File: config.mk
export PLATFORM = sky130hd
export DESIGN_NAME = ext_bus_lane_steer
export DESIGN_NICKNAME = d
export VERILOG_FILES = /design/src/verilog/lane_steer_pkg.sv /design/src/verilog/ext_bus_lane_steer.sv
export SDC_FILE = /design/constraint.sdc
export NUM_CORES = 1
export LEC_CHECK = 0
export BUFFER_PORTS_ARGS = -buffer_cell sky130_fd_sc_hd__buf_4
export CAP_MARGIN = 20
export CELL_PAD_IN_SITES_DETAIL_PLACEMENT = 0
export CELL_PAD_IN_SITES_GLOBAL_PLACEMENT = 2
export CORE_AREA = 4 4 168 170
export CTS_CLUSTER_DIAMETER = 50
export DETAILED_ROUTE_END_ITERATION = 10
export DIE_AREA = 0 0 172 174
export GPL_TIMING_DRIVEN = 0
export PLACE_DENSITY = 0.81
export SETUP_SLACK_MARGIN = 0.2
export SYNTH_ARGS = -nofsm -noshare
export SYNTH_HDL_FRONTEND = slang
export SYNTH_SLANG_ARGS = --single-unit
File: constraint.sdc
create_clock -name sys_clk -period 12.99 [get_ports sys_clk]
set_input_delay 2.598 -clock sys_clk [delete_from_list [all_inputs] [get_ports sys_clk]]
set_output_delay 2.598 -clock sys_clk [all_outputs]
set_load 0.005 [all_outputs]
File: src/verilog/lane_steer_pkg.sv
// Shared types and constants for the external bus byte-lane steering block
package lane_steer_pkg;

    // Sequencer state
    typedef enum logic {
        ST_IDLE = 1'b0,
        ST_BUSY = 1'b1
    } state_e;

    // Access size requested by the load/store path
    typedef enum logic [1:0] {
        SZ_BYTE = 2'b00,
        SZ_HALF = 2'b01,
        SZ_WORD = 2'b10
    } size_e;

    // Strobe style of the addressed area
    typedef enum logic [1:0] {
        IF_WR       = 2'b00,
        IF_2CAS_1WE = 2'b01,
        IF_1CAS_2WE = 2'b10
    } iface_e;

    localparam logic [2:0]  AREA_CODE_RST = 3'h0;
    localparam logic [2:0]  AREA_CODE_MAX = 3'h5;
    localparam logic [2:0]  AREA_NONE     = 3'h0;
    localparam logic [1:0]  LANES_NONE    = 2'h0;
    localparam logic [1:0]  LANE_UPPER    = 2'h1;
    localparam logic [1:0]  LANE_NEXT     = 2'h2;
    localparam logic [31:0] ADDR_RST      = 32'h0000_0000;
    localparam logic [31:0] WORD_RST      = 32'h0000_0000;
    localparam logic [15:0] HALF_RST      = 16'h0000;

endpackage : lane_steer_pkg

File: src/verilog/ext_bus_lane_steer.sv
// Byte-lane steering and strobe selection for narrow external buses
`timescale 1ns/1ns
`default_nettype none
// What this block does
// - Selected area little endian, all others big
// - 16-bit: upper lane lane0, next lane1 strobes
// - 8-bit: only upper lane, single strobes
// - Word access starts output A1/A0 at 00
// - Half access starts output A1/A0 at 00 or 10
// - Address sequence same for both endians
// - Little endian word reverses all four bytes
// - Little endian half swaps its two bytes
// - Byte accesses never swap
// - Lane strobes independent of endianness
// - 16-bit word splits at offsets 0, 2
// - 8-bit word splits into four ascending bytes
// - Codes 1-5 pick area; 0 none; area 0 big
// - Area select accepts one write per reset
// - 16-bit byte: even upper lane, odd next
module ext_bus_lane_steer
    import lane_steer_pkg::*;
(
    // Clock and reset
    input  wire logic        sys_clk,
    input  wire logic        rst_n,
    // Endian area select setting
    input  wire logic        area_sel_wr,
    input  wire logic [2:0]  area_sel_code,
    output logic      [2:0]  area_sel_q,
    // Internal access request
    input  wire logic        req_valid,
    output logic             req_ready,
    input  wire logic        req_write,
    input  wire logic [1:0]  req_size,
    input  wire logic [31:0] req_addr,
    input  wire logic [2:0]  req_area,
    input  wire logic        req_bus8,
    input  wire logic [1:0]  req_iface,
    input  wire logic [31:0] req_wdata,
    // Access completion
    output logic             rsp_valid,
    output logic      [31:0] rsp_rdata,
    // External bus cycle
    output logic             ext_valid,
    input  wire logic        ext_ready,
    output logic             ext_write,
    output logic      [31:0] ext_addr,
    output logic      [15:0] ext_wdata,
    input  wire logic [15:0] ext_rdata,
    // Lane strobes, active low
    output logic             lane0_write_strobe_n,
    output logic             lane1_write_strobe_n,
    output logic             lower_column_strobe_n,
    output logic             upper_column_strobe_n,
    output logic             lower_write_enable_n,
    output logic             upper_write_enable_n
);

    typedef struct packed {
        state_e      st;
        logic        le;
        logic        wr;
        logic        w8;
        logic [1:0]  ift;
        logic [1:0]  size;
        logic [31:0] start;
        logic [1:0]  beat;
        logic [1:0]  last;
        logic [31:0] wdata;
        logic [31:0] rdata;
        logic [2:0]  code;
        logic        locked;
        logic [31:0] addr;
        logic [15:0] data;
        logic [1:0]  lanes;
        logic [3:0]  ridx;
        logic        done;
    } steer_s;

    logic       rst_meta_q, rst_sync_n;
    steer_s     s_q;
    steer_s     s_d;

    // Reset release synchroniser
    always_ff @(posedge sys_clk or negedge rst_n) begin
        if (!rst_n) begin
            rst_meta_q <= 1'b0;
            rst_sync_n <= 1'b0;
        end else begin
            rst_meta_q <= 1'b1;
            rst_sync_n <= rst_meta_q;
        end
    end

    logic        accept, load, step, c_le, c_w8;
    logic [1:0]  c_size, nb, off, ri;
    logic [2:0]  nbytes;
    logic [31:0] c_start, c_wdata, ba, bya;

    assign req_ready = (s_q.st == ST_IDLE);
    assign accept    = req_valid && req_ready;
    assign step      = (s_q.st == ST_BUSY) && ext_ready;

    always_comb begin
        s_d       = s_q;
        s_d.done  = 1'b0;
        load      = 1'b0;
        c_le      = s_q.le;
        c_w8      = s_q.w8;
        c_size    = s_q.size;
        c_start   = s_q.start;
        c_wdata   = s_q.wdata;
        nb        = s_q.beat + 2'd1;
        nbytes    = 3'd0;
        ba        = ADDR_RST;
        bya       = ADDR_RST;
        off       = 2'd0;
        ri        = 2'd0;

        // One write to the area select, then locked until reset
        if (area_sel_wr && !s_q.locked) begin
            s_d.code   = area_sel_code;
            s_d.locked = 1'b1;
        end

        // Collect read bytes back into register order
        if (step && !s_q.wr) begin
            for (int l = 0; l < 2; l++) begin
                if (s_q.lanes[l]) begin
                    s_d.rdata[s_q.ridx[l*2 +: 2]*8 +: 8] = ext_rdata[(1-l)*8 +: 8];
                end
            end
        end

        case (s_q.st)
            ST_IDLE: begin
                if (accept) begin
                    load      = 1'b1;
                    nb        = 2'd0;
                    c_w8      = req_bus8;
                    c_size    = req_size;
                    c_wdata   = req_wdata;
                    // Area 0 and codes above 5 never select little endian
                    c_le      = (req_area != AREA_NONE) && (req_area == s_q.code)
                                && (s_q.code <= AREA_CODE_MAX);
                    case (req_size)
                        SZ_WORD: c_start = {req_addr[31:2], 2'b00};
                        SZ_HALF: c_start = {req_addr[31:1], 1'b0};
                        default: c_start = req_addr;
                    endcase
                    s_d.st    = ST_BUSY;
                    s_d.le    = c_le;
                    s_d.wr    = req_write;
                    s_d.w8    = c_w8;
                    s_d.ift   = req_iface;
                    s_d.size  = c_size;
                    s_d.start = c_start;
                    s_d.wdata = c_wdata;
                    s_d.rdata = WORD_RST;
                end
            end
            ST_BUSY: begin
                if (step) begin
                    if (s_q.beat == s_q.last) begin
                        s_d.st    = ST_IDLE;
                        s_d.done  = 1'b1;
                        s_d.lanes = LANES_NONE;
                    end else begin
                        load = 1'b1;
                    end
                end
            end
            default: s_d.st = ST_IDLE;
        endcase

        if (load) begin
            nbytes = 3'd1 << c_size;
            // Beat count and stride depend only on width and size
            if (c_w8) begin
                s_d.last = 2'(nbytes - 3'd1);
                ba       = c_start + {30'h0, nb};
            end else begin
                s_d.last = (c_size == SZ_WORD) ? 2'd1 : 2'd0;
                ba       = c_start + {29'h0, nb, 1'b0};
            end
            s_d.beat  = nb;
            s_d.addr  = ba;
            s_d.data  = HALF_RST;
            s_d.lanes = LANES_NONE;
            s_d.ridx  = 4'h0;
            for (int l = 0; l < 2; l++) begin
                bya = c_w8 ? ba : {ba[31:1], l[0]};
                off = bya[1:0] - c_start[1:0];
                // Lanes outside the access stay dark; 8-bit uses upper lane only
                if (({1'b0, off} < nbytes) && (!c_w8 || l == 0)) begin
                    ri = c_le ? off : 2'(nbytes - 3'd1 - {1'b0, off});
                    s_d.lanes[l]          = 1'b1;
                    s_d.ridx[l*2 +: 2]    = ri;
                    s_d.data[(1-l)*8 +: 8] = c_wdata[ri*8 +: 8];
                end
            end
        end
    end

    always_ff @(posedge sys_clk or negedge rst_sync_n) begin
        if (!rst_sync_n) begin
            s_q <= '{st: ST_IDLE, code: AREA_CODE_RST, lanes: LANES_NONE, default: '0};
        end else begin
            s_q <= s_d;
        end
    end

    logic busy;
    assign busy       = (s_q.st == ST_BUSY);
    assign area_sel_q = s_q.code;
    assign rsp_valid  = s_q.done;
    assign rsp_rdata  = s_q.rdata;
    assign ext_valid  = busy;
    assign ext_write  = s_q.wr;
    assign ext_addr   = s_q.addr;
    assign ext_wdata  = s_q.data;

    // Strobes follow lanes, interface type and write direction, never endianness
    always_comb begin
        lane0_write_strobe_n  = 1'b1;
        lane1_write_strobe_n  = 1'b1;
        lower_column_strobe_n = 1'b1;
        upper_column_strobe_n = 1'b1;
        lower_write_enable_n  = 1'b1;
        upper_write_enable_n  = 1'b1;
        if (busy) begin
            case (s_q.ift)
                IF_WR: begin
                    lane0_write_strobe_n = !(s_q.wr && s_q.lanes[0]);
                    lane1_write_strobe_n = !(s_q.wr && s_q.lanes[1]);
                end
                IF_2CAS_1WE: begin
                    lower_column_strobe_n = !s_q.lanes[0];
                    upper_column_strobe_n = !s_q.lanes[1];
                    lower_write_enable_n  = !s_q.wr;
                end
                IF_1CAS_2WE: begin
                    lower_column_strobe_n = !(|s_q.lanes);
                    lower_write_enable_n  = !(s_q.wr && s_q.lanes[0]);
                    upper_write_enable_n  = !(s_q.wr && s_q.lanes[1]);
                end
                default: lane0_write_strobe_n = 1'b1;
            endcase
        end
    end
endmodule : ext_bus_lane_steer
`default_nettype wire

### Word level (Yosys, flattened, before mapping)

Cells that the tools add are included.

| word-level totals | value |
|---|---|
| flip-flop bits (word level) | 169 |
| bits of input ports | 97 |
| output and inout port bits | 93 |
| logic and storage cells | 133 |

| cells by class | value |
|---|---|
| add/sub/neg operators | 10 |
| $lt $le $gt $ge | 3 |
| eq/ne operators | 7 |
| shift operators | 7 |
| multiplexer cells | 60 |
| bitwise logic cells | 1 |
| reduce and logical (&&, ||, !) cells | 25 |

Operators by type and width:

| kind | number |
|---|---|
| $mux W32 | 12 |
| $neg A5 Y34 | 2 |
| $shift A8 B34 Y32 const A | 2 |
| $shiftx A8 B34 Y32 | 2 |
| $bwmux W32 | 2 |
| $shiftx A32 B6 Y8 | 2 |
| $mux W40 | 1 |
| $add A32 B2 Y32 | 1 |
| $add A32 B3 Y32 | 1 |
| $mux W1 | 25 |
| $mux W2 | 12 |
| $logic_and A1 B1 Y1 | 9 |
| $mux W9 | 1 |
| $logic_not A1 Y1 | 8 |
| $mux W8 | 1 |
| $pmux W1 S2 | 4 |
| $sub A2 B2 Y2 | 4 |
| $eq A2 B2 Y1 const B | 3 |
| $lt A2 B3 Y1 | 2 |
| $mux W6 | 1 |
| $reduce_bool A2 Y1 | 3 |
| $eq A2 B1 Y1 const B | 2 |
| $pmux W2 S2 | 1 |
| $eq A3 B3 Y1 | 1 |
| other kinds (11) | 11 |

### Depth between registers and ports, before layout

| logic depth | value |
|---|---|
| word-level depth | 14 |
| depth in mapped cells | 22 |
| gate-level depth less buffers | 17 |

### Least setup slack after synthesis

OpenSTA, ideal clock, no wires.

| timing path | value |
|---|---|
| path type | in2reg |
| from | in req_valid |
| to | reg s_q (netlist bit ext_wdata[7]) |
| setup time | 0.136 ns |
| arrival | 7.137 ns |
| required time | 12.854 ns |
| path slack | 5.716 ns |
| stages on the path | 22 |
| buffers on the path | 8 |
| cells stage by stage | nor2b_1 -> buf_4 -> buf_6 -> buf_2 -> buf_2 -> buf_2 -> buf_1 -> clkbuf_1 -> nor2_1 -> ha_1 -> fa_1 -> nor2_1 -> a32o_1 -> mux2i_1 -> xnor2_2 -> ha_1 -> a21oi_1 -> o211ai_1 -> clkbuf_1 -> nor3_1 -> a211oi_1 -> mux2i_1 |

| between the ends | value |
|---|---|
| longest elaborated chain between the ends | 12 |
| elaborated cells on any way between the ends | 30 |
| those cells by class | 5 x add/sub; 1 x order compare; 2 x shift; 19 x mux; 3 x reduce/logical |

Ends and longest elaborated chain:

| element | RTL line | text |
|---|---|---|
| start: declaration | ext_bus_lane_steer.sv:31 | `input wire logic req_valid,` |
| $logic_and A1 B1 Y1 * | ext_bus_lane_steer.sv:101 | `assign accept = req_valid && req_ready;` |
| $mux W2 * | ext_bus_lane_steer.sv:137 | `if (accept) begin` |
| $mux W2 * | ext_bus_lane_steer.sv:135 | `case (s_q.st)` |
| net nb[0] | ext_bus_lane_steer.sv:96 | `logic [1:0] c_size, nb, off, ri;` |
| $add A32 B2 Y32 | ext_bus_lane_steer.sv:181 | `ba = c_start + {30'h0, nb};` |
| $mux W32 * | ext_bus_lane_steer.sv:179 | `if (c_w8) begin` |
| $mux W32 * | ext_bus_lane_steer.sv:176 | `if (load) begin` |
| $mux W1 | ext_bus_lane_steer.sv:192 | `bya = c_w8 ? ba : {ba[31:1], l[0]};` |
| $sub A2 B2 Y2 * | ext_bus_lane_steer.sv:193 | `off = bya[1:0] - c_start[1:0];` |
| $sub A2 B2 Y2 | ext_bus_lane_steer.sv:196 | `ri = c_le ? off : 2'(nbytes - 3'd1 - {1'b0, off});` |
| $mux W2 | ext_bus_lane_steer.sv:196 |  |
| $shiftx A32 B6 Y8 | ext_bus_lane_steer.sv:199 | `s_d.data[(1-l)*8 +: 8] = c_wdata[ri*8 +: 8];` |
| $mux W9 * | ext_bus_lane_steer.sv:195 | `if (({1'b0, off} < nbytes) && (!c_w8 \|\| l == 0)) begin` |
| end signal: assignment | ext_bus_lane_steer.sv:207 | `s_q <= '{st: ST_IDLE, code: AREA_CODE_RST, lanes: LANES_NONE, default: '0};` |
| end signal: assignment | ext_bus_lane_steer.sv:209 | `s_q <= s_d;` |
| end: declaration | ext_bus_lane_steer.sv:81 | `steer_s s_q;` |

Mark *: on every way through the listed nets, which the timed path passes. The rest lies on a longest branch. The select of a mux whose other input is x is not followed.
A chain may end at the register's enable or synchronous reset.

### Worst setup path after layout

| timing path | value |
|---|---|
| from | in req_valid |
| to | reg s_q (netlist bit ext_wdata[3]) |

Same word-level chain as after synthesis.

==> out/results.ini <==
[global_route]
grt_overflow = 0
grt_pass1_wl_um = 48100
grt_start_max_net_pins = 67
grt_antenna_before_repair = 0
grt_pass1_vias = 8499
track_usage_pct = 20.5

[drt]
ant_nets = 0
vias_per_cell = 5.08
dr.pass1.iters = 5
drtIter0Drc = 570
drc = 0
routed_wl_um = 30500
vias = 8201
wl_per_cell_um = 18.9

[placed_design]
hpwl_um = 23200
port_buffers = 189
routabilityCongestion = 0.865
placedInstanceArea_um2 = 11700

[cts]
insertion_delay_ns = 0.43
cts_resized = 0
cts.sinks = 169
cts_tree = yes
clkTransAtPathRegs_ns = 0.07
cts_hold_buffers = 0
cts_root_buf = clkbuf_16
htreeDepth = 4
post_cts_buffers = 0
clock_path_buffers = 2
cts_buffers = 17

[sta]
slew_headroom_pct = 30.8
rsz0062_at_grt = false
final.min_clock_period_ns = 8.48
finalCritPeriodShare_pct = 65.3
fin_tns_setup_ns = 0
skew_ns = 0.0133
fmax_mhz = 118
tightest_slew_ns = 1.03
setup_viol = 0
slew_viol_final = 0
hold_viol = 0

[synthesis]
ys_ff_latch = 169
async_flop_share_pct = 100
ys_seq_area_share_pct = 43.3
synthDistinctLibCells = 67
synth_edf_count = 0
synth_warnings = 0
synthCells = 1046
synth.avg_cell_area_um2 = 9.34
synthesis.nets = 1169
synthFlopType = dfrtp_1
netlist_area_um2 = 9770

[job]
maxCapViolCount = 0

[setup_path]
cp_max_fo = 10
crit_path_start_kind = input port
arrival_ns = 8.78
endpoint_kind = flop
crit_type = in2reg
worst_ep_required_time_ns = 13.29

[pwr]
p_leak_nw = 5.84
vdd_ir_drop_max_mv = 0.167
powerDensity_nw_per_um2 = 270

[die]
start_util_pct = 36.5
fp-row-count = 60
core_area_um2 = 26700
dieArea_um2 = 29900
die_w_um = 172
die_y_um = 174
io_pins = 190

[final_layout]
register_area_um2 = 4230
n_fill_cell = 2645
drive_gt1_share_pct = 28.0
multi_input_area_um2 = 4460
finish.instance_area_um2 = 12300
insertedDiodeCount = 0
areaGrowthSynthToFinish_pct = 25.8
nNetsFinal = 1384

[worst_hold_path]
min_path_type = reg2async

[run_status]
outcome = finished, final reports clean

-- placed cells by master, fill, tap and decap left out, types with 4 or more instances in the layout --
| cell type | count |
|---|---|
| ha_1 | 24 |
| a221oi_1 | 16 |
| nand3b_1 | 4 |
| a31oi_1 | 4 |
| clkbuf_16 | 17 |
| a22o_1 | 30 |
| xnor2_1 | 26 |
| nand4_1 | 8 |
| a21o_1 | 5 |
| o21ai_0 | 22 |
| o311ai_1 | 8 |
| buf_4 | 275 |
| o221ai_1 | 8 |
| nor2b_1 | 6 |
| inv_1 | 55 |
| inv_2 | 4 |
| inv_6 | 4 |
| nand2_1 | 151 |
| nand2b_1 | 12 |
| nor4_1 | 6 |
| clkbuf_1 | 31 |
| nor2_1 | 72 |
| xor2_1 | 10 |
| o211ai_1 | 5 |
| a22oi_1 | 24 |
| nor3_1 | 39 |
| nor4_2 | 4 |
| o31ai_1 | 5 |
| dfrtp_1 | 168 |
| and3_1 | 12 |
| a21oi_1 | 50 |
| o21ai_1 | 7 |
| mux2_2 | 10 |
| buf_1 | 9 |
| a211oi_1 | 10 |
| mux2i_1 | 50 |
| nand3_1 | 13 |
| buf_2 | 12 |
-- metrics by stage --
| stage | utilization (%) | setup WS [ns] | cells | hold slack [ns] | total power [mW] |
|---|---|---|---|---|---|
| 5_1_grt | 46.0 | 4.10 | 1615 | 0.371 | 3.60 |
| 3_3_place_gp | 43.4 | 4.08 | 1576 | 0.338 | 2.79 |
| 2_1_floorplan | - | 5.72 | 1046 | 0.331 | 2.18 |
| 6_report | 46.0 | 4.51 | 1615 | 0.356 | 3.32 |
| 3_5_place_dp | 43.8 | 4.07 | 1583 | 0.342 | 2.81 |
| 4_1_cts | 46.0 | 4.51 | 1615 | 0.360 | 3.35 |
-- routing by layer --
layer	part of all wire [%]	wire, um	track usage (%)	up-vias
met2	46	14000	32.0	210
met5	0	0	0	-
met4	1.5	457	5.14	0
met3	4.5	1380	3.39	27
met1	48	14700	29.8	3984
li1	-	-	-	3980
-- critical path, stage by stage --
cell and delay (ns):
buf_4 0.11, nor2b_1 0.12, buf_4 0.21, buf_6 0.18, buf_2 0.31, buf_2 0.39, buf_2 0.35, buf_1 0.46
clkbuf_1 0.48, nor2_1 0.13, ha_1 0.25, fa_1 0.54, nor2_1 0.06, a32o_1 0.23, mux2i_1 0.24, xnor2_2 0.16
ha_1 0.31, a21oi_1 0.06, o211ai_1 0.64, clkbuf_1 0.43, nor3_1 0.15, a211oi_1 0.23, mux2i_1 0.10
-- final cells by class --
| type | count | share of cell area [%] |
|---|---|---|
| buffer | 134 | 6.94 |
| clock buffer | 20 | 3.64 |
| clock inverter | 12 | 1.14 |
| inverter | 59 | 1.80 |
| multi-input combinational | 684 | 36.3 |
| sequential | 169 | 34.5 |
| tap | 341 | 3.47 |
| timing repair buffer | 196 | 12.2 |
-- power by group --
group | internal [mW] | leakage, nW | switching [mW]
registers | 0.764 | 2.08 | 0.136
clock network | 0.292 | 0.278 | 0.233
logic | 0.833 | 3.48 | 1.06
-- synthesized netlist by cell type (all sizes together), types with 13 or more instances --
master | number | area, um2
a22oi | 24 | 180
nor3 | 39 | 195
a22o | 30 | 263
ha | 24 | 300
nand3 | 13 | 65.1
nor2 | 72 | 270
inv | 59 | 221
nand2 | 151 | 567
a221oi | 16 | 140
dfrtp | 169 | 4230
clkbuf | 29 | 109
a21oi | 53 | 284
mux2i | 50 | 500
o21ai | 30 | 154
buf | 105 | 743
xnor2 | 28 | 272
-- state kept, by name, indices dropped and copies added (netlist names) --
register / flops
area_sel_q: 3
ext_addr: 32
ext_valid: 1
ext_wdata: 16
ext_write: 1
rsp_rdata: 32
rsp_valid: 1
rst_meta_q: 1
rst_sync_n: 1
s_q: 81
-- cells by family (layout without fill, tap and decap cells) --
| kind of cell | after synthesis | count (layout) | synth area share [%] |
|---|---|---|---|
| AOI/OAI and AO/OA | 211 | 211 | 15.4 |
| and+or+nand+nor | 346 | 346 | 16.5 |
| xor gates and xnor gates | 38 | 38 | 3.68 |
| buffers and inverters | 193 | 421 | 11.0 |
| other | 1 | 1 | 0.0384 |
| DFF | 169 | 169 | 43.3 |
| muxes | 62 | 62 | 6.59 |
| adders and majority gates | 26 | 26 | 3.48 |
-- worst paths after layout --
| kind | from | end | slack, ns | depth (start not counted) |
|---|---|---|---|---|
| min in group sys_clk | rst_meta_q | rst_sync_n | 0.36 | 0 |
| hold reg to reg | rst_sync_n | ext_addr[30] | 0.36 | 0 |
| setup / recovery | req_valid | ext_wdata[3] | 4.51 | 23 |
| setup reg to reg | ext_valid | ext_wdata[3] | 6.35 | 22 |
| hold / removal | rst_sync_n | ext_addr[30] | 0.36 | 0 |
| max in group asynchronous | rst_n | rst_sync_n | 10.96 | 1 |
Power figures use the tool's default switching activity.
